**src/verilog/rtcc_map.vh**
```
`ifndef RTCC_MAP_VH
`define RTCC_MAP_VH
// register offsets
`define RTCC_OFS_CTRL 8'h00
`define RTCC_OFS_STAT 8'h01
`define RTCC_OFS_DAY 8'h06
`define RTCC_OFS_MONTH 8'h07
`define RTCC_OFS_YEAR 8'h08
`define RTCC_OFS_SEC_AL 8'h09
`define RTCC_OFS_MIN_AL 8'h0A
`define RTCC_OFS_HOUR_AL 8'h0B
`define RTCC_OFS_WEEK_AL 8'h0C
`define RTCC_OFS_DAY_AL 8'h0D
`define RTCC_OFS_MONTH_AL 8'h0E
`define RTCC_OFS_SUMMARY 8'h90
// control register fields
`define RTCC_CTRL_STOP 0
`define RTCC_CTRL_IRQ_EN 1
`define RTCC_CTRL_UPDATE 5
// status register fields
`define RTCC_STAT_ALARM 1
`define RTCC_STAT_ONE_SEC 2
`define RTCC_STAT_HALF_SEC 3
// summary register field
`define RTCC_SUM_CLOCK 0
// alarm match enable bit
`define RTCC_MATCH_EN 7
// writable bit masks
`define RTCC_MASK_DAY 8'h3F
`define RTCC_MASK_MONTH 8'h1F
`define RTCC_MASK_HOUR_AL 8'hBF
`define RTCC_MASK_WEEK_AL 8'h87
`define RTCC_MASK_DAY_AL 8'hBF
`define RTCC_MASK_MONTH_AL 8'h9F
// reset values
`define RTCC_RST_ALARM 8'h00
`define RTCC_RST_CTRL 8'h00
// calendar constants
`define RTCC_DAY_FIRST 8'h01
`define RTCC_MONTH_FIRST 8'h01
`define RTCC_MONTH_LAST 8'h12
`define RTCC_LEN_LONG 8'h31
`define RTCC_LEN_SHORT 8'h30
`define RTCC_LEN_FEB 8'h28
`define RTCC_LEN_FEB_LEAP 8'h29
`endif

```
**src/verilog/rtcc_date_step.v**
```verilog
`timescale 1ns/1ps
`include "rtcc_map.vh"
module rtcc_date_step (
  input wire [7:0] day,
  input wire [7:0] month,
  input wire [7:0] year,
  output reg [7:0] next_day,
  output reg [7:0] next_month,
  output reg [7:0] next_year
);
  // two-digit bcd increment, 99 wraps to 00
  function [7:0] bcd_inc;
    input [7:0] v;
    begin
      if (v[3:0] == 4'h9) begin
        bcd_inc = (v[7:4] == 4'h9) ? 8'h00 : {v[7:4] + 4'h1, 4'h0};
      end else begin
        bcd_inc = {v[7:4], v[3:0] + 4'h1};
      end
    end
  endfunction

  // year multiple of four: even tens with 0/4/8, odd tens with 2/6
  function leap;
    input [7:0] y;
    begin
      if (y[4]) begin
        leap = (y[3:0] == 4'h2) || (y[3:0] == 4'h6);
      end else begin
        leap = (y[3:0] == 4'h0) || (y[3:0] == 4'h4) || (y[3:0] == 4'h8);
      end
    end
  endfunction

  reg [7:0] month_len;

  always @* begin
    case (month)
      8'h04, 8'h06, 8'h09, 8'h11: month_len = `RTCC_LEN_SHORT;
      8'h02: month_len = leap(year) ? `RTCC_LEN_FEB_LEAP : `RTCC_LEN_FEB;
      default: month_len = `RTCC_LEN_LONG;
    endcase
    next_day = bcd_inc(day);
    next_month = month;
    next_year = year;
    if (day == month_len) begin
      next_day = `RTCC_DAY_FIRST;
      if (month == `RTCC_MONTH_LAST) begin
        next_month = `RTCC_MONTH_FIRST;
        next_year = bcd_inc(year);
      end else begin
        next_month = bcd_inc(month);
      end
    end
  end
endmodule // rtcc_date_step

```
**src/verilog/rtcc_alarm_match.v**
```verilog
`timescale 1ns/1ps
`include "rtcc_map.vh"
module rtcc_alarm_match (
  input wire [7:0] sec_count,
  input wire [7:0] min_count,
  input wire [7:0] hour_count,
  input wire [7:0] week_count,
  input wire [7:0] day_count,
  input wire [7:0] month_count,
  input wire [7:0] second_alarm,
  input wire [7:0] minute_alarm,
  input wire [7:0] hour_alarm,
  input wire [7:0] weekday_alarm,
  input wire [7:0] day_alarm,
  input wire [7:0] month_alarm,
  output wire match
);
  // one field passes when disabled or equal in its value bits
  function field_ok;
    input [7:0] al;
    input [7:0] cnt;
    begin
      field_ok = !al[`RTCC_MATCH_EN] || (al[6:0] == cnt[6:0]);
    end
  endfunction

  wire any_en;
  wire all_ok;

  assign any_en = second_alarm[7] | minute_alarm[7] | hour_alarm[7] |
    weekday_alarm[7] | day_alarm[7] | month_alarm[7];
  assign all_ok = field_ok(second_alarm, sec_count) &
    field_ok(minute_alarm, min_count) &
    field_ok(hour_alarm, hour_count) &
    field_ok(weekday_alarm, {5'h00, week_count[2:0]}) &
    field_ok(day_alarm, day_count) &
    field_ok(month_alarm, month_count);
  assign match = any_en & all_ok;
endmodule // rtcc_alarm_match

```
**src/verilog/rtcc_calendar.v**
```verilog
// Overview of operation
// - day counts 1 to month length, bcd
// - month counts 1..12, wrap carries into year
// - year is two-digit bcd, 0 to 99
// - year divisible by four gives leap February
// - bit 7 enables each alarm field compare
// - six alarms compare against matching time and date counters
// - weekday code 0 Sunday through 6 Saturday
// - summary flag follows any clock event flag
// - writing zero clears the summary flag only while no event flag is set
// - date counters unreset, alarms reset to zero
// - alarm flag set on match, cleared by zero
// - alarm interrupt only when its enable set
// - hour wrap advances day, month and year while running
`timescale 1ns/1ps
`include "rtcc_map.vh"
module rtcc_calendar (
  input wire ref_clk,
  input wire nrst,
  input wire [7:0] reg_addr,
  input wire [7:0] reg_wdata,
  input wire reg_wr,
  input wire reg_rd,
  output reg [7:0] reg_rdata,
  input wire [7:0] sec_count,
  input wire [7:0] min_count,
  input wire [7:0] hour_count,
  input wire [7:0] week_count,
  input wire hour_wrap,
  input wire sec_tick,
  input wire half_tick,
  output reg alarm_irq,
  output reg clock_summary_flag,
  output reg counting_stopped
);
  // date counters, no reset value
  reg [7:0] day_counter;
  reg [7:0] month_counter;
  reg [7:0] year_counter;
  // staged values written by software
  reg [7:0] day_stage;
  reg [7:0] month_stage;
  reg [7:0] year_stage;
  // alarm registers
  reg [7:0] second_alarm;
  reg [7:0] minute_alarm;
  reg [7:0] hour_alarm;
  reg [7:0] weekday_alarm;
  reg [7:0] day_alarm;
  reg [7:0] month_alarm;
  // control and status
  reg alarm_irq_enable;
  reg counter_update_request;
  reg alarm_flag;
  reg one_second_flag;
  reg half_second_flag;
  reg compare_due;
  reg [7:0] next_rdata;
  // control reset value split into its bits
  localparam [7:0] ctrl_rst = `RTCC_RST_CTRL;

  wire [7:0] next_day;
  wire [7:0] next_month;
  wire [7:0] next_year;
  wire alarm_match;

  // write decodes
  wire wr_ctrl;
  wire wr_stat;
  wire wr_day;
  wire wr_month;
  wire wr_year;
  wire wr_sec_al;
  wire wr_min_al;
  wire wr_hour_al;
  wire wr_week_al;
  wire wr_day_al;
  wire wr_month_al;
  wire wr_summary;

  // event and clear terms
  wire date_advance;
  wire load_counters;
  wire clr_alarm;
  wire clr_one_sec;
  wire clr_half_sec;
  wire clr_summary;
  wire set_alarm;
  wire any_event;
  wire update_wr;
  wire counter_moved;
  wire [7:0] ctrl_view;
  wire [7:0] stat_view;

  // one strobe at one register offset
  function reg_hit;
    input strobe;
    input [7:0] addr;
    input [7:0] ofs;
    begin
      reg_hit = strobe && (addr == ofs);
    end
  endfunction

  // writing zero to a set flag clears it
  function zero_clear;
    input wr;
    input wbit;
    input flag;
    begin
      zero_clear = wr && !wbit && flag;
    end
  endfunction

  assign wr_ctrl = reg_hit(reg_wr, reg_addr, `RTCC_OFS_CTRL);
  assign wr_stat = reg_hit(reg_wr, reg_addr, `RTCC_OFS_STAT);
  assign wr_day = reg_hit(reg_wr, reg_addr, `RTCC_OFS_DAY);
  assign wr_month = reg_hit(reg_wr, reg_addr, `RTCC_OFS_MONTH);
  assign wr_year = reg_hit(reg_wr, reg_addr, `RTCC_OFS_YEAR);
  assign wr_sec_al = reg_hit(reg_wr, reg_addr, `RTCC_OFS_SEC_AL);
  assign wr_min_al = reg_hit(reg_wr, reg_addr, `RTCC_OFS_MIN_AL);
  assign wr_hour_al = reg_hit(reg_wr, reg_addr, `RTCC_OFS_HOUR_AL);
  assign wr_week_al = reg_hit(reg_wr, reg_addr, `RTCC_OFS_WEEK_AL);
  assign wr_day_al = reg_hit(reg_wr, reg_addr, `RTCC_OFS_DAY_AL);
  assign wr_month_al = reg_hit(reg_wr, reg_addr, `RTCC_OFS_MONTH_AL);
  assign wr_summary = reg_hit(reg_wr, reg_addr, `RTCC_OFS_SUMMARY);

  // date advances only on an hour wrap while running
  assign date_advance = hour_wrap && !counting_stopped;
  assign load_counters = counter_update_request;

  // update request strobe from a control write
  assign update_wr = wr_ctrl && reg_wdata[`RTCC_CTRL_UPDATE];

  // any change of the time or date counters
  assign counter_moved = sec_tick || date_advance || load_counters;

  // write zero while the flag is one clears it
  assign clr_alarm = zero_clear(wr_stat, reg_wdata[`RTCC_STAT_ALARM], alarm_flag);
  assign clr_one_sec = zero_clear(wr_stat, reg_wdata[`RTCC_STAT_ONE_SEC], one_second_flag);
  assign clr_half_sec = zero_clear(wr_stat, reg_wdata[`RTCC_STAT_HALF_SEC], half_second_flag);
  assign clr_summary = zero_clear(wr_summary, reg_wdata[`RTCC_SUM_CLOCK],
    clock_summary_flag);

  // compare only in the cycle after a counter update
  assign set_alarm = compare_due && alarm_match;
  assign any_event = alarm_flag || one_second_flag || half_second_flag;

  rtcc_date_step u_step (
    .day(day_counter),
    .month(month_counter),
    .year(year_counter),
    .next_day(next_day),
    .next_month(next_month),
    .next_year(next_year)
  );

  rtcc_alarm_match u_match (
    .sec_count(sec_count),
    .min_count(min_count),
    .hour_count(hour_count),
    .week_count(week_count),
    .day_count(day_counter),
    .month_count(month_counter),
    .second_alarm(second_alarm),
    .minute_alarm(minute_alarm),
    .hour_alarm(hour_alarm),
    .weekday_alarm(weekday_alarm),
    .day_alarm(day_alarm),
    .month_alarm(month_alarm),
    .match(alarm_match)
  );

  // date counters, left without reset on purpose
  always @(posedge ref_clk) begin
    if (load_counters) begin
      day_counter <= day_stage;
      month_counter <= month_stage;
      year_counter <= year_stage;
    end else if (date_advance) begin
      day_counter <= next_day;
      month_counter <= next_month;
      year_counter <= next_year;
    end
  end

  // staging registers keep software values until the update
  always @(posedge ref_clk) begin
    if (wr_day) begin
      day_stage <= reg_wdata & `RTCC_MASK_DAY;
    end
    if (wr_month) begin
      month_stage <= reg_wdata & `RTCC_MASK_MONTH;
    end
    if (wr_year) begin
      year_stage <= reg_wdata;
    end
  end

  // alarm registers, read-only bits held at zero
  always @(posedge ref_clk) begin
    if (!nrst) begin
      second_alarm <= `RTCC_RST_ALARM;
      minute_alarm <= `RTCC_RST_ALARM;
      hour_alarm <= `RTCC_RST_ALARM;
      weekday_alarm <= `RTCC_RST_ALARM;
      day_alarm <= `RTCC_RST_ALARM;
      month_alarm <= `RTCC_RST_ALARM;
    end else begin
      if (wr_sec_al) begin
        second_alarm <= reg_wdata;
      end
      if (wr_min_al) begin
        minute_alarm <= reg_wdata;
      end
      if (wr_hour_al) begin
        hour_alarm <= reg_wdata & `RTCC_MASK_HOUR_AL;
      end
      if (wr_week_al) begin
        weekday_alarm <= reg_wdata & `RTCC_MASK_WEEK_AL;
      end
      if (wr_day_al) begin
        day_alarm <= reg_wdata & `RTCC_MASK_DAY_AL;
      end
      if (wr_month_al) begin
        month_alarm <= reg_wdata & `RTCC_MASK_MONTH_AL;
      end
    end
  end

  // control register
  always @(posedge ref_clk) begin
    if (!nrst) begin
      counting_stopped <= ctrl_rst[`RTCC_CTRL_STOP];
      alarm_irq_enable <= ctrl_rst[`RTCC_CTRL_IRQ_EN];
      counter_update_request <= ctrl_rst[`RTCC_CTRL_UPDATE];
    end else begin
      if (wr_ctrl) begin
        counting_stopped <= reg_wdata[`RTCC_CTRL_STOP];
        alarm_irq_enable <= reg_wdata[`RTCC_CTRL_IRQ_EN];
      end
      if (update_wr) begin
        counter_update_request <= 1'b1;
      end else if (load_counters) begin
        counter_update_request <= 1'b0;
      end
    end
  end

  // compare strobe after any counter change
  always @(posedge ref_clk) begin
    if (!nrst) begin
      compare_due <= 1'b0;
    end else begin
      compare_due <= counter_moved;
    end
  end

  // event flags, a set in the clearing cycle wins
  always @(posedge ref_clk) begin
    if (!nrst) begin
      alarm_flag <= 1'b0;
      one_second_flag <= 1'b0;
      half_second_flag <= 1'b0;
    end else begin
      if (set_alarm) begin
        alarm_flag <= 1'b1;
      end else if (clr_alarm) begin
        alarm_flag <= 1'b0;
      end
      if (sec_tick) begin
        one_second_flag <= 1'b1;
      end else if (clr_one_sec) begin
        one_second_flag <= 1'b0;
      end
      if (half_tick) begin
        half_second_flag <= 1'b1;
      end else if (clr_half_sec) begin
        half_second_flag <= 1'b0;
      end
    end
  end

  // summary flag and alarm interrupt
  always @(posedge ref_clk) begin
    if (!nrst) begin
      clock_summary_flag <= 1'b0;
      alarm_irq <= 1'b0;
    end else begin
      if (any_event) begin
        clock_summary_flag <= 1'b1;
      end else if (clr_summary) begin
        clock_summary_flag <= 1'b0;
      end
      alarm_irq <= alarm_flag && alarm_irq_enable;
    end
  end

  // register views for the read mux
  assign ctrl_view = {2'b00, counter_update_request, 3'b000, alarm_irq_enable,
    counting_stopped};
  assign stat_view = {4'h0, half_second_flag, one_second_flag, alarm_flag, 1'b0};

  // read mux, zero unless a read strobe selects a register
  always @* begin
    next_rdata = 8'h00;
    if (reg_rd) begin
      case (reg_addr)
        `RTCC_OFS_CTRL: next_rdata = ctrl_view;
        `RTCC_OFS_STAT: next_rdata = stat_view;
        `RTCC_OFS_DAY: next_rdata = day_counter & `RTCC_MASK_DAY;
        `RTCC_OFS_MONTH: next_rdata = month_counter & `RTCC_MASK_MONTH;
        `RTCC_OFS_YEAR: next_rdata = year_counter;
        `RTCC_OFS_SEC_AL: next_rdata = second_alarm;
        `RTCC_OFS_MIN_AL: next_rdata = minute_alarm;
        `RTCC_OFS_HOUR_AL: next_rdata = hour_alarm;
        `RTCC_OFS_WEEK_AL: next_rdata = weekday_alarm;
        `RTCC_OFS_DAY_AL: next_rdata = day_alarm;
        `RTCC_OFS_MONTH_AL: next_rdata = month_alarm;
        `RTCC_OFS_SUMMARY: next_rdata = {7'h00, clock_summary_flag};
        default: next_rdata = 8'h00;
      endcase
    end
  end

  // read data stands only in the cycle after the strobe
  always @(posedge ref_clk) begin
    if (!nrst) begin
      reg_rdata <= 8'h00;
    end else begin
      reg_rdata <= next_rdata;
    end
  end
endmodule // rtcc_calendar

```
**config.mk**
```make
export PLATFORM = sky130hd
export DESIGN_NAME = rtcc_calendar
export DESIGN_NICKNAME = d
export VERILOG_FILES = /design/src/verilog/rtcc_date_step.v /design/src/verilog/rtcc_alarm_match.v /design/src/verilog/rtcc_calendar.v
export VERILOG_INCLUDE_DIRS = /design/src /design/src/verilog
export SDC_FILE = /design/constraint.sdc
export NUM_CORES = 1
export LEC_CHECK = 0
export BUFFER_PORTS_ARGS = -buffer_cell sky130_fd_sc_hd__buf_2
export CORE_MARGIN = 2
export CORE_UTILIZATION = 45
export DETAILED_ROUTE_END_ITERATION = 16
export PLACE_DENSITY_LB_ADDON = 0.3
export RECOVER_POWER = 25
export SLEW_MARGIN = 0
export SYNTH_ARGS = -nofsm -noshare
export SYNTH_HDL_FRONTEND = slang
export SYNTH_SLANG_ARGS = --single-unit
export TNS_END_PERCENT = 1
```
**constraint.sdc**
```tcl
create_clock -name ref_clk -period 4.4 [get_ports ref_clk]
set_clock_uncertainty 0.1 [all_clocks]
set_input_delay 0.66 -clock ref_clk [delete_from_list [all_inputs] [get_ports ref_clk]]
set_output_delay 0.66 -clock ref_clk [all_outputs]
set_load 0.005 [all_outputs]
```
==> impl_metrics.toml <==
[yosys]
netlist_instances = 530
synth-seq-area-share_pct = 44.8
ys.flop_type = "dfxtp_1"
synth_cell_types = 70
synth.cell_area_sq_mm = 0.00543
async_reset_ff_share_pct = 0
synth.top_cell.area_share_pct = 23.8
yosys_warnings = 0
synthesis.nets = 594
synth_area_per_cell_sq_um = 10.2
postSynthRegisterBits = 100
post_synth_edffs = 43
synth_most_common_cell = "dfxtp_1"
top_cells_by_area_synth = "edfxtp_1 (24%), dfxtp_1 (21%), mux2i_1 (9.0%), nor2b_1 (5.0%), xor2_1 (4.0%)"
netlist_top_cells_count = "dfxtp_1 (57), nand2_1 (51), mux2i_1 (49)"
synth_largest_area_cell = "edfxtp_1"

[clocking]
path_clk_slew_ns = 0.07
clock_tree.root_cell = "clkbuf_16"
numClockSinks = 100
tritoncts = "built"
cts_max_path_buffers = 2
clock_latency_ns = 0.35
cts_hold_buf = 0
cts_buffers = 9
post-cts-setup-buffer-count = 0
post_cts_resize_count = 0
htree_levels = 3

[timing]
tightest_slew_ns = 1.77
max_clock_freq_mhz = 303
hold_viol_final = 0
maxSlewHeadroom_pct = -18.3
fin_crit_sh_pct = 75.0
period_minus_slack_ns = 3.30
timing_max_transition_violations_final = 52
finalSetupTns_ns = 0
setup_repair_after_global_routing_missed_its_margin = "false"
setup_viol = 0

[grt]
first_global_vias = 4008
gr-max-usage-layer = "met2"
total_routing_resource_utilization_after_global_routing_pct = 22.3
grt_residual_overflow = 0
grt_use_met3_pct = 2.60
gr-usage-met1_pct = 31.8
grt.met2_usage_pct = 35.0
grt_max_degree = 52
grt_antenna_before_repair = 0
global_route_wire_length_before_repair_microns = 22200

[worst_setup_path]
worst_setup_path_start_kind = "flop"
worstSetupEndpointType = "flop"
path_class = "reg -> reg"
rr_startpoint = "month_counter[4]"
timing.rr.end = "year_counter[5]"
worst_ep_arrival_time_ns = 3.17
critPathMaxFanout = 7
reg2regPathDepth = 7
worst_ep_required_time_ns = 4.27
r2r_slack_ns = 1.10

[route]
drtPass1Iterations = 5
remaining_drc_errors = 0
route.vias.total = 4200
wl_per_cell_microns = 19.6
vias_per_cell = 5.85
totalWireLength_microns = 14100
drtIter0Drc = 346
route.antenna.remaining_nets = 0

[finish]
ff_latch_area_sq_mm = 0.00243
design.final.nets = 630
nFillCells = 1099
area_growth_syn_to_layout_pct = 11.0
multi_input_area_sq_mm = 0.00277
post_route_cells_drive_above_1_share_pct = 13.5
insertedDiodeCount = 0

[floorplan]
initial_core_util_pct = 45.5
floorplan.core_area_sq_mm = 0.0119
die_height_microns = 114
boundary_pin_count = 66
fp.dieW_microns = 114
die_area_sq_mm = 0.0130
fp-row-count = 40

[hold_path]
worst_hold_path.endpoint = "alarm_irq"
startpoint_of_the_tightest_hold_check_path = "alarm_irq_enable"
hold_class = "reg -> reg"
hold_path_depth = 1

[outcome]
run_status = "finished, violations left"
failing_checks = "capacitance limit, slew limit"

[power_and_ir_drop]
p_seq_share_pct = 51.4
worst_ir_drop_vdd_mv = 0.163
design_power_total_mw = 1.94
power.combinational.fraction_pct = 7.1
p_switching_uw = 457
power-per-cell-area_mw_per_mm2 = 322
sw_frac_of_total_pct = 23.6
clockPowerShare_pct = 41.5
p_int_mw = 1.48
static-leakage-power_nw = 2.17

[place]
placement.io_buffers = 57
dp.final_hpwl_microns = 10000
globalplace.congestion = 0.930

[run]
max-cap-violations = 1
==> cell type report <==
cell class | instances | share of cell area (%)
flip-flops and latches | 100 | 40.4
repair buffers | 59 | 4.61
well taps | 147 | 3.05
clock buffers | 9 | 3.74
multi-input cells | 381 | 46.0
inverters | 15 | 0.935
clock inverters | 7 | 1.23
==> how the worst max path moves through the flow <==
stage | from | to | cells after the start
2_1_floorplan | month_counter[4] | year_counter[4] | 7
6_report | month_counter[4] | year_counter[5] | 7
4_1_cts | month_counter[4] | year_counter[4] | 7
5_1_grt | month_counter[4] | year_counter[6] | 7
3_3_place_gp | month_counter[4] | year_counter[7] | 7
3_5_place_dp | month_counter[4] | year_counter[6] | 7
==> kinds of logic (layout without fill, tap and decap cells) <==
| kind of cell | after synthesis | count (layout) | share of synthesized area, % |
|---|---|---|---|
| and+or+nand+nor | 168 | 168 | 17.2 |
| adders and majority gates | 9 | 9 | 2.08 |
| DFF | 100 | 100 | 44.8 |
| buffers and inverters | 49 | 90 | 4.06 |
| xor gates and xnor gates | 46 | 46 | 7.43 |
| muxes | 55 | 55 | 10.8 |
| AOI/OAI and AO/OA | 103 | 103 | 13.6 |
==> routing by layer <==
layer | vias up | wire length, microns
met5 | - | 0
met4 | 0 | 326
met3 | 24 | 767
met2 | 160 | 6480
met1 | 2020 | 6480
li1 | 1996 | -
==> power groups by stage <==
stage          clock (mW)  combinational (mW)  sequential (mW)
3_5_place_dp            0               0.136             1.02
6_report            0.803               0.137            0.996
2_1_floorplan           0              0.0884             1.00
5_1_grt             0.848               0.148            0.997
3_3_place_gp            0               0.133             1.02
4_1_cts             0.809               0.136            0.996
==> flip-flops by register name, summed over array words and instances (netlist names), 8 cells and up <==
register and cells:
minute_alarm 8, year_stage 8, month_counter 8, day_counter 8
reg_rdata 8, second_alarm 8, year_counter 8
==> stage by stage <==
step	instance area (sq um)	util, %	setup slack, ns	cells	hold WS (ns)
global placement	5750	48.2	1.31	702	0.396
detailed placement	5750	48.2	1.12	702	0.401
floorplan	5430	-	1.72	530	0.362
finish	6020	50.6	1.10	718	0.423
global route	6020	50.6	0.895	718	0.425
CTS	6040	50.7	1.06	718	0.413
==> worst max-delay path, cell delays in order, from the launching register on <==
cell and delay (ns):
edfxtp_1 0.51, inv_1 0.10, ha_1 0.19, nor3b_1 0.38, nand4_1 0.24, a2111oi_0 0.43, mux2i_1 0.23, a211oi_1 0.74
==> layout by cell type, fill, tap and decap left out, types with 11 or more instances in the layout <==
cell	instances
clkbuf_1	16
nor2_1	15
mux2i_1	49
inv_1	14
o21ai_0	24
edfxtp_1	43
xnor2_1	21
a21oi_1	11
nand3_1	14
dfxtp_1	57
xor2_1	25
nor2b_1	43
buf_2	42
nand2_1	51
Note: power is estimated with default switching activity, not from simulation.
